`config.mk`:
```
export PLATFORM = sky130hd
export DESIGN_NAME = crdvs_core_rail_dvs_control
export DESIGN_NICKNAME = d
export VERILOG_FILES = /design/src/crdvs_pkg.sv /design/src/crdvs_core_rail_dvs_control.sv /design/src/crdvs_serial_slave.sv
export SDC_FILE = /design/constraint.sdc
export NUM_CORES = 1
export LEC_CHECK = 0
export BUFFER_PORTS_ARGS = -buffer_cell sky130_fd_sc_hd__buf_2
export CAP_MARGIN = 20
export CORE_MARGIN = 2
export CORE_UTILIZATION = 60
export CTS_BUF_LIST = sky130_fd_sc_hd__clkbuf_8
export CTS_CLUSTER_SIZE = 12
export DETAILED_ROUTE_END_ITERATION = 12
export PLACE_DENSITY = 0.78
export SETUP_SLACK_MARGIN = 0.05
export SYNTH_ARGS = -nofsm -noshare
export SYNTH_HDL_FRONTEND = slang
export SYNTH_SLANG_ARGS = --single-unit
```
`constraint.sdc`:
```
create_clock -name clock_in -period 5.4 [get_ports clock_in]
set_input_delay 0.54 -clock clock_in [delete_from_list [all_inputs] [get_ports clock_in]]
set_output_delay 0.54 -clock clock_in [all_outputs]
set_load 0.1 [all_outputs]
```
`src/crdvs_pkg.sv`:
```
// Shared constants and types for the core rail voltage scaling block.
// Assumes a 125 MHz system clock and the serial register map below.
package crdvs_pkg;

    // Register addresses on the serial interface.
    localparam logic [7:0] CRDVS_ADDR_CONTROL_TWO = 8'h05;
    localparam logic [7:0] CRDVS_ADDR_VOLTAGE_TARGET = 8'h06;
    localparam logic [7:0] CRDVS_ADDR_SLEW_SELECT = 8'h07;

    // Field positions.
    localparam int CRDVS_BIT_MOVE = 7;
    localparam int CRDVS_BIT_STRAP_SELECT = 6;
    localparam int CRDVS_BIT_DISCH_SYSTEM = 2;
    localparam int CRDVS_BIT_DISCH_CORE = 1;
    localparam int CRDVS_BIT_DISCH_MEMORY = 0;

    // Reset values.
    localparam logic [4:0] CRDVS_RESET_TARGET = 5'h14;
    localparam logic [2:0] CRDVS_RESET_SLEW = 3'h6;
    localparam logic CRDVS_RESET_STRAP_SELECT = 1'b1;
    localparam logic [2:0] CRDVS_RESET_DISCHARGE = 3'h0;

    // Voltage code: 0.8 V at code zero, 25 mV per step.
    localparam int CRDVS_CODE_BASE_MV = 800;
    localparam int CRDVS_STEP_UV = 25000;
    localparam logic [4:0] CRDVS_CODE_STRAP_LOW = 5'(((1200 - CRDVS_CODE_BASE_MV) * 1000)
        / CRDVS_STEP_UV);
    // The top code is pinned to 1.6 V; the 25 mV line alone would overflow five bits.
    localparam logic [4:0] CRDVS_CODE_STRAP_HIGH = 5'h1F;

    // Slowest slew is 0.225 mV/us; each slew code step doubles the rate.
    localparam int CRDVS_CLK_PERIOD_NS = 8;
    localparam int CRDVS_SLEW_BASE_UV_PER_US = 225;
    localparam int CRDVS_STEP_BASE_CYCLES = (CRDVS_STEP_UV * 1000)
        / (CRDVS_SLEW_BASE_UV_PER_US * CRDVS_CLK_PERIOD_NS);

    // Serial device address; the value is arbitrary.
    localparam logic [6:0] CRDVS_DEVICE_ADDRESS = 7'h48;

    typedef struct packed {
        logic strobe;
        logic [7:0] addr;
        logic [7:0] data;
    } crdvs_write_t;

    typedef enum logic [0:0] {
        CRDVS_RAMP_IDLE = 1'b0,
        CRDVS_RAMP_RUN = 1'b1
    } crdvs_ramp_t;

    typedef enum logic [1:0] {
        CRDVS_SER_RX = 2'b00,
        CRDVS_SER_ACK_TX = 2'b01,
        CRDVS_SER_TX = 2'b10,
        CRDVS_SER_ACK_RX = 2'b11
    } crdvs_ser_t;

    typedef enum logic [1:0] {
        CRDVS_BYTE_ADDR = 2'b00,
        CRDVS_BYTE_PTR = 2'b01,
        CRDVS_BYTE_DATA = 2'b10,
        CRDVS_BYTE_NONE = 2'b11
    } crdvs_byte_t;

endpackage

```
`src/crdvs_core_rail_dvs_control.sv`:
```
// Core rail voltage scaling control: target, slew, strap select, discharge.
// Assumes all pins are synchronous to clock_in and the host keeps its side.
`timescale 1ns/1ns
module crdvs_core_rail_dvs_control
#(
    parameter int STEP_BASE_CYCLES = crdvs_pkg::CRDVS_STEP_BASE_CYCLES
)
(
    input wire logic clock_in,
    input wire logic nrst_in,
    input wire logic scl_in,
    input wire logic sda_in,
    output logic sda_out,
    output logic sda_oe_out,
    input wire logic core_default_strap_pin_in,
    input wire logic undervoltage_lockout_event_in,
    input wire logic warm_reset_pin_n_in,
    input wire logic power_on_reset_out_in,
    input wire logic backup_rail_low_in,
    input wire logic [2:0] buck_enabled_in,
    output logic [4:0] core_rail_output_code_out,
    output logic dynamic_voltage_move_busy_out,
    output logic [2:0] discharge_active_out
);
    import crdvs_pkg::*;

    localparam int TIMER_WIDTH = $clog2(STEP_BASE_CYCLES + 1);

    crdvs_write_t bus_write;
    logic [7:0] read_addr;
    logic [7:0] read_data;
    logic soft_reset;
    logic move_reg;
    logic strap_select_reg;
    logic [2:0] discharge_reg;
    logic [4:0] target_reg;
    logic [2:0] slew_reg;
    logic [4:0] strap_code;
    logic [4:0] effective_target;
    logic [4:0] code_reg;
    logic load_default_reg;
    crdvs_ramp_t ramp_reg;
    logic [TIMER_WIDTH-1:0] timer_reg;
    logic [TIMER_WIDTH-1:0] interval;
    logic move_request;
    logic move_done;

    crdvs_serial_slave u_serial
    (
        .clock_in(clock_in),
        .nrst_in(nrst_in),
        .scl_in(scl_in),
        .sda_in(sda_in),
        .read_data_in(read_data),
        .sda_out(sda_out),
        .sda_oe_out(sda_oe_out),
        .read_addr_out(read_addr),
        .write_out(bus_write)
    );

    assign soft_reset = undervoltage_lockout_event_in || !warm_reset_pin_n_in
        || power_on_reset_out_in || backup_rail_low_in;

    assign strap_code = core_default_strap_pin_in ? CRDVS_CODE_STRAP_HIGH
        : CRDVS_CODE_STRAP_LOW;
    assign effective_target = strap_select_reg ? strap_code : target_reg;

    // Rate doubles per slew code, so the step interval halves.
    assign interval = TIMER_WIDTH'(STEP_BASE_CYCLES >> slew_reg);

    assign move_request = bus_write.strobe && bus_write.addr == CRDVS_ADDR_CONTROL_TWO
        && bus_write.data[CRDVS_BIT_MOVE];
    assign move_done = ramp_reg == CRDVS_RAMP_RUN && code_reg == effective_target;

    always_comb
    begin
        case (read_addr)
            CRDVS_ADDR_CONTROL_TWO:
            begin
                read_data = {move_reg, strap_select_reg, 3'b000, discharge_reg};
            end
            CRDVS_ADDR_VOLTAGE_TARGET:
            begin
                read_data = {3'b000, target_reg};
            end
            CRDVS_ADDR_SLEW_SELECT:
            begin
                read_data = {5'b00000, slew_reg};
            end
            default:
            begin
                read_data = 8'h00;
            end
        endcase
    end

    // Voltage target and strap select also fall back on the power events.
    always_ff @(posedge clock_in)
    begin
        if (!nrst_in || soft_reset)
        begin
            target_reg <= CRDVS_RESET_TARGET;
            strap_select_reg <= CRDVS_RESET_STRAP_SELECT;
        end
        else if (bus_write.strobe)
        begin
            if (bus_write.addr == CRDVS_ADDR_VOLTAGE_TARGET)
            begin
                target_reg <= bus_write.data[4:0];
            end
            if (bus_write.addr == CRDVS_ADDR_CONTROL_TWO)
            begin
                strap_select_reg <= bus_write.data[CRDVS_BIT_STRAP_SELECT];
            end
        end
    end

    always_ff @(posedge clock_in)
    begin
        if (!nrst_in)
        begin
            slew_reg <= CRDVS_RESET_SLEW;
            discharge_reg <= CRDVS_RESET_DISCHARGE;
        end
        else if (bus_write.strobe)
        begin
            if (bus_write.addr == CRDVS_ADDR_SLEW_SELECT)
            begin
                slew_reg <= bus_write.data[2:0];
            end
            if (bus_write.addr == CRDVS_ADDR_CONTROL_TWO)
            begin
                discharge_reg <= bus_write.data[2:0];
            end
        end
    end

    // A new request wins over a completion in the same cycle.
    always_ff @(posedge clock_in)
    begin
        if (!nrst_in)
        begin
            move_reg <= 1'b0;
        end
        else if (load_default_reg)
        begin
            // A power event abandons the ramp, so the bit must not stay stuck high.
            move_reg <= 1'b0;
        end
        else if (move_request)
        begin
            move_reg <= 1'b1;
        end
        else if (move_done)
        begin
            move_reg <= 1'b0;
        end
    end

    // The strap can only be read after reset release, so the start-up code
    // is loaded one cycle later rather than inside the reset branch.
    always_ff @(posedge clock_in)
    begin
        if (!nrst_in || soft_reset)
        begin
            load_default_reg <= 1'b1;
        end
        else
        begin
            load_default_reg <= 1'b0;
        end
    end

    always_ff @(posedge clock_in)
    begin
        if (!nrst_in)
        begin
            ramp_reg <= CRDVS_RAMP_IDLE;
            timer_reg <= '0;
            code_reg <= CRDVS_RESET_TARGET;
        end
        else if (load_default_reg)
        begin
            ramp_reg <= CRDVS_RAMP_IDLE;
            timer_reg <= '0;
            code_reg <= effective_target;
        end
        else
        begin
            case (ramp_reg)
                CRDVS_RAMP_IDLE:
                begin
                    if (move_request)
                    begin
                        ramp_reg <= CRDVS_RAMP_RUN;
                        timer_reg <= interval;
                    end
                end
                CRDVS_RAMP_RUN:
                begin
                    if (move_done)
                    begin
                        ramp_reg <= CRDVS_RAMP_IDLE;
                    end
                    else if (timer_reg <= TIMER_WIDTH'(1))
                    begin
                        timer_reg <= interval;
                        if (code_reg < effective_target)
                        begin
                            code_reg <= code_reg + 5'h01;
                        end
                        else
                        begin
                            code_reg <= code_reg - 5'h01;
                        end
                    end
                    else
                    begin
                        timer_reg <= timer_reg - TIMER_WIDTH'(1);
                    end
                end
                default:
                begin
                    ramp_reg <= CRDVS_RAMP_IDLE;
                end
            endcase
        end
    end

    always_ff @(posedge clock_in)
    begin
        if (!nrst_in)
        begin
            core_rail_output_code_out <= CRDVS_RESET_TARGET;
            dynamic_voltage_move_busy_out <= 1'b0;
            discharge_active_out <= 3'b000;
        end
        else
        begin
            core_rail_output_code_out <= code_reg;
            dynamic_voltage_move_busy_out <= move_reg;
            discharge_active_out <= discharge_reg & ~buck_enabled_in;
        end
    end
endmodule

```
`src/crdvs_serial_slave.sv`:
```
// Serial two-wire register slave: address, register pointer, data bytes.
// Assumes scl and sda are already synchronous to the clock.
`timescale 1ns/1ns
module crdvs_serial_slave
(
    input wire logic clock_in,
    input wire logic nrst_in,
    input wire logic scl_in,
    input wire logic sda_in,
    input wire logic [7:0] read_data_in,
    output logic sda_out,
    output logic sda_oe_out,
    output logic [7:0] read_addr_out,
    output crdvs_pkg::crdvs_write_t write_out
);
    import crdvs_pkg::*;

    logic scl_prev_reg;
    logic sda_prev_reg;
    logic start_seen;
    logic stop_seen;
    logic scl_rise;
    logic scl_fall;
    crdvs_ser_t state_reg;
    crdvs_byte_t kind_reg;
    logic [3:0] count_reg;
    logic [7:0] shift_reg;
    logic read_reg;
    logic nack_reg;

    assign start_seen = scl_in && scl_prev_reg && sda_prev_reg && !sda_in;
    assign stop_seen = scl_in && scl_prev_reg && !sda_prev_reg && sda_in;
    assign scl_rise = scl_in && !scl_prev_reg;
    assign scl_fall = !scl_in && scl_prev_reg;

    always_ff @(posedge clock_in)
    begin
        if (!nrst_in)
        begin
            scl_prev_reg <= 1'b1;
            sda_prev_reg <= 1'b1;
            sda_out <= 1'b0;
        end
        else
        begin
            scl_prev_reg <= scl_in;
            sda_prev_reg <= sda_in;
            sda_out <= 1'b0;
        end
    end

    // Open-drain: the pin is only ever pulled low, never driven high.
    always_ff @(posedge clock_in)
    begin
        write_out.strobe <= 1'b0;
        if (!nrst_in)
        begin
            state_reg <= CRDVS_SER_RX;
            kind_reg <= CRDVS_BYTE_NONE;
            count_reg <= 4'h0;
            shift_reg <= 8'h00;
            read_reg <= 1'b0;
            nack_reg <= 1'b0;
            sda_oe_out <= 1'b0;
            read_addr_out <= 8'h00;
            write_out <= '0;
        end
        else if (start_seen)
        begin
            state_reg <= CRDVS_SER_RX;
            kind_reg <= CRDVS_BYTE_ADDR;
            count_reg <= 4'h0;
            sda_oe_out <= 1'b0;
        end
        else if (stop_seen)
        begin
            state_reg <= CRDVS_SER_RX;
            kind_reg <= CRDVS_BYTE_NONE;
            sda_oe_out <= 1'b0;
        end
        else
        begin
            case (state_reg)
                CRDVS_SER_RX:
                begin
                    if (scl_rise && kind_reg != CRDVS_BYTE_NONE)
                    begin
                        shift_reg <= {shift_reg[6:0], sda_in};
                        count_reg <= count_reg + 4'h1;
                    end
                    else if (scl_fall && count_reg == 4'h8)
                    begin
                        count_reg <= 4'h0;
                        state_reg <= CRDVS_SER_ACK_TX;
                        sda_oe_out <= 1'b1;
                        if (kind_reg == CRDVS_BYTE_ADDR)
                        begin
                            read_reg <= shift_reg[0];
                            if (shift_reg[7:1] != CRDVS_DEVICE_ADDRESS)
                            begin
                                kind_reg <= CRDVS_BYTE_NONE;
                                state_reg <= CRDVS_SER_RX;
                                sda_oe_out <= 1'b0;
                            end
                        end
                        else if (kind_reg == CRDVS_BYTE_PTR)
                        begin
                            read_addr_out <= shift_reg;
                        end
                        else
                        begin
                            write_out.strobe <= 1'b1;
                            write_out.addr <= read_addr_out;
                            write_out.data <= shift_reg;
                            read_addr_out <= read_addr_out + 8'h01;
                        end
                    end
                end
                CRDVS_SER_ACK_TX:
                begin
                    if (scl_fall)
                    begin
                        if (kind_reg == CRDVS_BYTE_ADDR && read_reg)
                        begin
                            shift_reg <= read_data_in;
                            sda_oe_out <= !read_data_in[7];
                            read_addr_out <= read_addr_out + 8'h01;
                            state_reg <= CRDVS_SER_TX;
                        end
                        else
                        begin
                            sda_oe_out <= 1'b0;
                            state_reg <= CRDVS_SER_RX;
                        end
                        if (kind_reg == CRDVS_BYTE_ADDR)
                        begin
                            kind_reg <= read_reg ? CRDVS_BYTE_DATA : CRDVS_BYTE_PTR;
                        end
                        else
                        begin
                            kind_reg <= CRDVS_BYTE_DATA;
                        end
                    end
                end
                CRDVS_SER_TX:
                begin
                    if (scl_fall)
                    begin
                        if (count_reg == 4'h7)
                        begin
                            count_reg <= 4'h0;
                            sda_oe_out <= 1'b0;
                            state_reg <= CRDVS_SER_ACK_RX;
                        end
                        else
                        begin
                            count_reg <= count_reg + 4'h1;
                            sda_oe_out <= !shift_reg[6];
                            shift_reg <= {shift_reg[6:0], 1'b0};
                        end
                    end
                end
                CRDVS_SER_ACK_RX:
                begin
                    if (scl_rise)
                    begin
                        nack_reg <= sda_in;
                    end
                    else if (scl_fall)
                    begin
                        if (!nack_reg)
                        begin
                            shift_reg <= read_data_in;
                            sda_oe_out <= !read_data_in[7];
                            read_addr_out <= read_addr_out + 8'h01;
                            state_reg <= CRDVS_SER_TX;
                        end
                        else
                        begin
                            kind_reg <= CRDVS_BYTE_NONE;
                            state_reg <= CRDVS_SER_RX;
                        end
                    end
                end
                default:
                begin
                    state_reg <= CRDVS_SER_RX;
                end
            endcase
        end
    end
endmodule
```
==> reports/results.ini, run 1 <==
[layout]
largest_reg_flops=16
antenna_cells=0
nNetsFinal=607
drive_above_1_share_pct=9.00
final_area_mm2=0.00516
syn_to_final_growth_pct=7.48

[synth]
synth_edf_count=0
syn_area_mm2=0.00480
yosys.cell_types.count=66
synth_most_common_cell=dfxtp_1
synth_common_cells=88 x dfxtp_1, 62 x nor2_1, 53 x nand2_1
synth_seq_cells=88
synth_area_per_cell_um2=8.44
seq_area_frac_synth_pct=36.7
synth_top_area_share_pct=36.7
yosys_warnings=0
synthCells=569
async_flop_share_pct=0
yosysTopAreaCell=dfxtp_1
ys.flop_type=dfxtp_1
synth_fp_nets=602
synth.area.top_cells=dfxtp_1 37%, mux2i_1 9.8%, ha_1 5.2%

[drt]
dr.pass1.iters=5
final_antenna_net_count=0
via_per_inst=6.33
drt_iter0_markers=261
totalWireLength_um=11300
vias=4301
avgRoutedWirePerCell_um=16.6
drcViolationCount=0

[global_routing]
grt-ovfl-total=0
track_usage_pct=27.2
first_global_vias=4036
grt_pass1_wl_um=19200
antenna_found_initial=0
grt_max_degree=45

[worst_hold_path]
hold_depth=2
worstHoldPathType=in -> reg
hold_start=buck_enabled_in[2]
hold_end=discharge_active_out[2]$_SDFF_PN0_

[floorplanning]
coreArea_mm2=0.00773
io_pins=23
die_h_um=93.5
die_x_um=93.5
die_area_mm2=0.00873
rows=32
start_util_pct=62.1

[pwr]
sw_frac_of_total_pct=23.7
power_leakage_nw=2.18
p_per_area_mw_per_mm2=252
p_switching_w=0.000309
pwr-share-clk_pct=41.7
ir_drop_v=0.000154
power_frac_comb_pct=7.4
intPower_w=0.000993
sequentialPowerShare_pct=50.9

[clock_network]
clk_latency_ns=0.36
cts_tree=built
cts_made_buffers=9
cts_hold_buf=0
cts.sink_count=88
htreeDepth=3
cts_setup_buffers=0
cts_buffer_depth=2
clockRootBuffer=clkbuf_8
cts.clk_slew.worst_paths_ns=0.09
post_cts.resized_instances=0

[worst_setup_path]
r2r-end=code_reg[4]$_SDFFE_PN1P_
reg2reg_depth=12
rr_startpoint=strap_select_reg$_SDFFE_PP1P_
worstSetupEndpointType=register
crit_family=simple AND/OR/NAND/NOR gates
crit_top_cell=a211oi_1
cp.depth=12
critPathRequiredTime_ns=5.66
critPathArrivalTime_ns=3.41
max_stage_delay_ns=0.53
critical_path_class=reg -> reg
r2r_slack_ns=2.25
critPathMaxFanout=7
worstPathCellList=mux2_2 -> ha_1 -> nor2b_1 -> o2111ai_1 -> nand3b_1 -> inv_1 -> fa_1 -> nand2b_1 -> a211oi_1 -> nand3_1 -> a211oi_1 -> and3b_1
slowest_stage=dfxtp_1
worstSetupStartpointType=register
cp.buffers_inverters=1

[placement]
hpwl_um=7850
place_congestion=0.865
place_area_mm2=0.00492
io_buffers=21

[flow_run]
cap_violations=0

[sta]
slew_viol_final=0
skew_ns=0.0107
tightest_slew_ns=0.940
final_hold_viol_count=0
final.setup.tns_ns=0
setup_violations=0
rsz0062_at_grt=no
fmax_mhz=317
post-route-period-util_pct=58.3
slew_headroom_pct=37.2
min_period_ns=3.15

[status]
outcome=complete, no violations

[cell type report]
type / count / area (um^2)
clock buffers: 9 / 124
clock inverters: 6 / 110
fillers: 648 / 2570
inverters: 21 / 78.8
multi-input cells: 429 / 2820
flip-flops and latches: 88 / 1760
well taps: 102 / 128
repair buffers: 25 / 135
[per-stage QoR]
| stage | utilization (%) | hold WS, ns | setup WS, ns | instances | power, W |
|---|---|---|---|---|---|
| after floorplan | - | 0.422 | 2.47 | 569 | 0.000750 |
| after global placement | 63.6 | 0.454 | 2.33 | 664 | 0.000770 |
| after detailed placement | 63.6 | 0.466 | 2.26 | 664 | 0.000773 |
| after CTS | 66.7 | 0.317 | 2.29 | 679 | 0.00131 |
| after global routing | 66.8 | 0.315 | 2.04 | 680 | 0.00135 |
| final | 66.8 | 0.321 | 2.25 | 680 | 0.00130 |
[worst max-delay path by stage]
stage,from,slack (ns),end
CTS,strap_select_reg$_SDFFE_PP1P_,2.29,code_reg[4]$_SDFFE_PN1P_
floorplan,strap_select_reg$_SDFFE_PP1P_,2.47,code_reg[4]$_SDFFE_PN1P_
detailed placement,core_default_strap_pin_in,2.26,code_reg[4]$_SDFFE_PN1P_
global route,strap_select_reg$_SDFFE_PP1P_,2.04,code_reg[4]$_SDFFE_PN1P_
global placement,core_default_strap_pin_in,2.33,code_reg[4]$_SDFFE_PN1P_
finish,strap_select_reg$_SDFFE_PP1P_,2.25,code_reg[4]$_SDFFE_PN1P_
[power groups by stage]
stage	registers [W]	clock network, W	logic, W
floorplan	0.000683	0	0.0000665
global placement	0.000678	0	0.0000915
detailed placement	0.000678	0	0.0000949
CTS	0.000663	0.000550	0.0000954
global route	0.000664	0.000580	0.000107
finish	0.000663	0.000542	0.0000960
[cell families (layout without fill, tap and decap cells)]
logic type	count (synthesis)	in the layout	share of synthesized area, %
compound gates	125	125	17.8
fa+ha+maj	21	21	5.63
buf+inv	52	61	4.51
flops	88	88	36.7
mux	52	52	11.0
other cells	1	1	0.0781
simple gates	226	226	23.6
xor+xnor	4	4	0.730
[per-layer routing]
layer | global-route usage [%] | vias to the layer above | part of all wire, % | wire length (um)
li1 | - | 2058 | - | -
met1 | 34.5 | 2071 | 44 | 4990
met2 | 46.9 | 148 | 49 | 5490
met3 | 3.79 | 24 | 5.0 | 562
met4 | 10.3 | 0 | 2.3 | 259
met5 | 0 | - | 0 | 0
[cell usage in the layout (no fill, tap or decap), types with 6 or more instances in the layout]
| cell | count |
|---|---|
| dfxtp_1 | 88 |
| nor2_1 | 62 |
| nand2_1 | 53 |
| mux2i_1 | 47 |
| a21oi_1 | 34 |
| nand3_1 | 22 |
| buf_2 | 21 |
| inv_1 | 20 |
| ha_1 | 20 |
| nor3_1 | 15 |
| nand2b_1 | 14 |
| nor2b_1 | 11 |
| o21ai_1 | 11 |
| o21ai_0 | 10 |
| nand3b_1 | 9 |
| clkbuf_8 | 9 |
| o22ai_1 | 7 |
| a32o_1 | 7 |
| nand4_1 | 7 |
| a311oi_1 | 7 |
| or3_1 | 6 |
Power figures use the tool's default switching activity.
==> run 2: changes to the inputs <==
==> constraint.sdc (replaced) <==
create_clock -name clock_in -period 3 [get_ports clock_in]
set_input_delay 0.3 -clock clock_in [delete_from_list [all_inputs] [get_ports clock_in]]
set_output_delay 0.3 -clock clock_in [all_outputs]
set_load 0.1 [all_outputs]
==> run 2 against run 1 <==
Final area is 1.3% higher. Die area stayed put. Critical path type unchanged. Register-to-register slack worse by 2.1 ns.
==> reports/results.ini, run 2 (synthesis gave the netlist of run 1 again) <==
[worst_setup_path]
critPathArrivalTime_ns=3.15
worstSetupStartpointType=register
critical_path_class=reg -> reg
r2r_slack_ns=0.11
critPathMaxFanout=5
critPathRequiredTime_ns=3.26
worstSetupEndpointType=register

[sta]
slew_headroom_pct=41.1
slew_viol_final=0
tightest_slew_ns=0.882
final_hold_viol_count=0
rsz0062_at_grt=no
fin_ws_ns=0.107
setup_violations=0
skew_ns=0.00840
min_period_ns=2.89
fmax_mhz=346
post-route-period-util_pct=96.4

[global_routing]
antenna_found_initial=0
grt-ovfl-total=0
grt_pass1_wl_um=18500
grt_max_degree=40
first_global_vias=3922
track_usage_pct=26.7

[pwr]
power_leakage_nw=2.22
ir_drop_v=0.000222
p_switching_w=0.000533
pwr-share-clk_pct=38.3
sw_frac_of_total_pct=23.8
finalPower_w=0.00224
sequentialPowerShare_pct=53.3
power_frac_comb_pct=8.4
p_per_area_mw_per_mm2=428
intPower_w=0.00170

[floorplanning]
start_util_pct=62.1
die_area_mm2=0.00873
die_h_um=93.5
rows=32
coreArea_mm2=0.00773
io_pins=23
die_x_um=93.5

[placement]
io_buffers=21
dp_slack_ns=-0.0192
place_congestion=0.836
place_area_mm2=0.00497
hpwl_um=7830
dp.cells=671

[layout]
largest_reg_flops=16
nNetsFinal=615
final_area_mm2=0.00523
fin_util_pct=67.6
instances_no_fill=688
layout_commonest_cell=dfxtp_1
antenna_cells=0
drive_above_1_share_pct=11.6
fillers=658
final_cell_mix=87 x dfxtp_1, 61 x nor2_1, 53 x nand2_1
syn_to_final_growth_pct=8.86

[drt]
drt_iter0_markers=299
totalWireLength_um=11100
final_antenna_net_count=0
dr.pass1.iters=10
drcViolationCount=0
vias=4283
avgRoutedWirePerCell_um=16.2
via_per_inst=6.23

[clock_network]
cts_made_buffers=9
cts_buffer_depth=2
cts.sink_count=88
htreeDepth=3
clk_latency_ns=0.36
clockRootBuffer=clkbuf_8
cts.clk_slew.worst_paths_ns=0.08
cts_tree=built
cts_hold_buf=0

[worst_hold_path]
worstHoldPathType=in -> reg

[status]
outcome=complete, no violations

[flow_run]
cap_violations=0

==> run 2: cell types whose count changed in the layout (fill, tap and decap cells not counted), moves of 2 or more <==
| cell | previous run | this run |
|---|---|---|
| clkinv_2 | 0 | 2 |
| a211oi_1 | 4 | 2 |
| buf_4 | 4 | 12 |
| a211oi_2 | 0 | 2 |
==> run 2: metal layers <==
layer / global-route usage (%) / routed length (um) / vias to the layer above
met3: 4.35 / 583 / 18
met4: 11.8 / 182 / 0
met5: 0 / 0 / -
met2: 45.1 / 5530 / 129
li1: - / - / 2078
met1: 33.5 / 4840 / 2058
==> run 2: critical path: stages, from the launching register on <==
cell	delay (ns)
dfxtp_4	0.40
mux2i_2	0.26
ha_1	0.28
nor2b_2	0.17
o2111ai_2	0.21
nand3b_1	0.17
buf_4	0.17
ha_2	0.36
nand2b_4	0.06
a211oi_2	0.17
nand3_1	0.13
a211oi_2	0.22
and3b_1	0.19
==> run 2: layout make-up <==
| cell class | instances | area, um^2 | area share (%) |
|---|---|---|---|
| inverter | 21 | 78.8 | 1.51 |
| clock buffer | 9 | 124 | 2.37 |
| sequential | 88 | 1770 | 33.8 |
| timing repair buffer | 33 | 195 | 3.73 |
| clock inverter | 6 | 77.6 | 1.48 |
| multi-input combinational | 429 | 2860 | 54.7 |
| tap | 102 | 128 | 2.44 |
==> run 2: repair_timing <==
action	in CTS	in global routing
gates resized for setup	3	7
buffers inserted	0	2
hold endpoints to repair	0	0
pin swaps	1	2
setup endpoints to repair	1	2
==> run 2: final timing paths <==
| kind | from | end | cells past startpoint |
|---|---|---|---|
| worst max-delay path | strap_select_reg$_SDFFE_PP1P_ | code_reg[4]$_SDFFE_PN1P_ | 12 |
| worst min-delay path | buck_enabled_in[2] | discharge_active_out[2]$_SDFF_PN0_ | 2 |
| worst max register to register | strap_select_reg$_SDFFE_PP1P_ | code_reg[4]$_SDFFE_PN1P_ | 12 |
| worst min register to register | timer_reg[12]$_SDFFE_PP0P_ | timer_reg[12]$_SDFFE_PP0P_ | 2 |
==> run 2: metrics by stage <==
step / hold WS [ns] / setup TNS (ns)
floorplan: 0.372 / 0
global placement: 0.456 / 0
detailed placement: 0.460 / -0.0192
CTS: 0.0749 / 0
global route: 0.0849 / 0
finish: 0.0830 / 0
==> run 2: power groups by stage <==
stage	clock (W)	combinational [W]	sequential, W
4_1_cts	0.000866	0.000176	0.00119
3_5_place_dp	0	0.000172	0.00122
5_1_grt	0.000917	0.000208	0.00119
3_3_place_gp	0	0.000167	0.00122
2_1_floorplan	0	0.000120	0.00123
6_report	0.000857	0.000189	0.00119
==> run 3: changes to the inputs <==
--- a/config.mk
+++ b/config.mk
@@ -5,14 +5,15 @@
 export SDC_FILE = /design/constraint.sdc
 export NUM_CORES = 1
 export LEC_CHECK = 0
-export BUFFER_PORTS_ARGS = -buffer_cell sky130_fd_sc_hd__buf_2
 export CAP_MARGIN = 20
+export CORE_ASPECT_RATIO = 2
 export CORE_MARGIN = 2
 export CORE_UTILIZATION = 60
 export CTS_BUF_LIST = sky130_fd_sc_hd__clkbuf_8
 export CTS_CLUSTER_SIZE = 12
 export DETAILED_ROUTE_END_ITERATION = 12
-export PLACE_DENSITY = 0.78
+export DONT_BUFFER_PORTS = 1
+export PLACE_DENSITY = 0.76
 export SETUP_SLACK_MARGIN = 0.05
 export SYNTH_ARGS = -nofsm -noshare
 export SYNTH_HDL_FRONTEND = slang
==> run 3 against run 2 <==
Cell count fell by 3.3%. Total power fell by 4.3%. Clock power fell by 9.3%. Die area rose by 0.49%. Hold slack got worse by 0.064 ns. Non-clock buffer count fell by 18. Clock skew rose by 0.0014 ns. Sequential power barely moved. Fmax rose by 0.81%. Count of clock-buffer cells in the layout rose by 3. Worst setup slack improved by 0.023 ns.
==> reports/results.ini, run 3 (synthesis gave the netlist of run 1 again) <==
[status]
outcome=complete, no violations

[sta]
min_period_ns=2.87
post-route-period-util_pct=95.6
skew_ns=0.00980
fmax_mhz=349
slew_headroom_pct=32.4
setup_violations=0
slew_viol_final=0
final.setup.tns_ns=0
tightest_slew_ns=1.01
final_hold_viol_count=0

[pwr]
finalPower_w=0.00214
power_leakage_nw=2.13
ir_drop_v=0.000470
p_per_area_mw_per_mm2=418

[drt]
top_layer=met4
dr.pass1.iters=5
totalWireLength_um=11100
drt-met1-wl_um=4990
drcViolationCount=0
drt_iter0_markers=333
met2WireLength_um=5220
wl_met3_um=519
vias=4157
via_per_inst=6.25
final_antenna_net_count=0
avgRoutedWirePerCell_um=16.7

[layout]
antenna_cells=0
layout_commonest_cell=dfxtp_1
largest_reg_flops=16
fin_util_pct=65.5
final_area_mm2=0.00513
final_cell_mix=87 x dfxtp_1, 62 x nor2_1, 53 x nand2_1
syn_to_final_growth_pct=6.83
drive_above_1_share_pct=8.26
instances_no_fill=665
nNetsFinal=597
register_area_mm2=0.00176
multi_input_area_mm2=0.00286
fillers=669

[flow_run]
cap_violations=0

[global_routing]
grt_pass1_wl_um=17900
grt_max_degree=44
track_usage_pct=26.5
grt-ovfl-total=0
first_global_vias=3738
antenna_found_initial=0

[clock_network]
cts_buffer_depth=2
clk_latency_ns=0.37
clockRootBuffer=clkbuf_8
cts.clk_slew.worst_paths_ns=0.08
cts_made_buffers=9
htreeDepth=3
cts_tree=built
cts_setup_buffers=0
cts.sink_count=88

[worst_hold_path]
hold_start=nrst_in
worstHoldPathType=in -> reg

[floorplanning]
start_util_pct=61.3
rows=46
die_area_mm2=0.00878
io_pins=23
die_x_um=67.3
coreArea_mm2=0.00783
die_h_um=131

[worst_setup_path]
critPathMaxFanout=5
critPathArrivalTime_ns=3.14
r2r-end=code_reg[4]$_SDFFE_PN1P_
crit_start=strap_select_reg$_SDFFE_PP1P_
rr_startpoint=strap_select_reg$_SDFFE_PP1P_
slowest_stage=ha_1
worstSetupEndpointType=register
reg2reg_depth=12
critPathRequiredTime_ns=3.27
critical_path_class=reg -> reg
endpoint=code_reg[4]$_SDFFE_PN1P_
worstSetupStartpointType=register
worstPathCellList=buf_4 -> mux2i_2 -> ha_1 -> a21o_1 -> nand2_1 -> nand3b_1 -> ha_1 -> nand2b_4 -> a211oi_2 -> nand3_1 -> a211oi_2 -> and3b_1
max_stage_delay_ns=0.44
r2r_slack_ns=0.13

[placement]
place_area_mm2=0.00487
place_congestion=0.894
io_buffers=0
dp.cells=645
hpwl_um=7460

run 3: per-layer routing:
layer | global-route usage (%) | vias up
met4 | 14.3 | 0
met2 | 40.7 | 132
met1 | 35.9 | 1954
met5 | 0 | -
li1 | - | 2046
met3 | 3.17 | 25
run 3: how the worst min path moves through the flow:
stage,endpoint,slack (ns),cells after the start
after global routing,core_rail_output_code_out[4]$_SDFF_PN1_,0.01,1
after floorplan,discharge_active_out[2]$_SDFF_PN0_,0.37,1
final,core_rail_output_code_out[4]$_SDFF_PN1_,0.02,1
after detailed placement,slew_reg[1]$_SDFFE_PN1P_,0.37,1
after CTS,u_serial.sda_prev_reg$_SDFF_PN1_,0.003,1
after global placement,slew_reg[2]$_SDFFE_PN1P_,0.37,1
run 3: final cells by class:
class / instances / share of cell area (%)
sequential: 88 / 34.4
timing repair buffer: 15 / 2.39
clock inverter: 4 / 0.390
clock buffer: 12 / 3.22
inverter: 21 / 1.54
tap: 96 / 2.34
multi-input combinational: 429 / 55.7
run 3: worst max-delay path: cells and delay by family, from the launching register on:
kind / cells / cell delay, ns
buffers and inverters: 1 / 0.14
adder cells (fa/ha/maj): 2 / 0.74
AND/OR/NAND/NOR: 5 / 0.66
AO/OA/AOI/OAI: 3 / 0.61
multiplexers: 1 / 0.24
flip-flops: 1 / 0.35
run 3: timing repair:
item | CTS | global route
hold endpoints to repair | 7 | 0
gates resized for setup | 0 | 9
hold buffers | 4 | 0
endpoints found under the setup margin | 0 | 2
run 3: stage by stage:
stage                     hold WS (ns)  setup slack, ns
after floorplan                  0.372           0.0735
after global placement           0.368            0.180
after detailed placement         0.373            0.136
after CTS                      0.00309            0.119
after global routing           0.00984          -0.0124
final                           0.0186            0.131
run 3: report_power, final:
group | total [W] | switching (W) | internal (W)
sequential | 0.00121 | 0.0000315 | 0.00118
clock | 0.000777 | 0.000415 | 0.000362
combinational | 0.000155 | 0.0000918 | 0.0000628
total | 0.00214 | 0.000538 | 0.00160
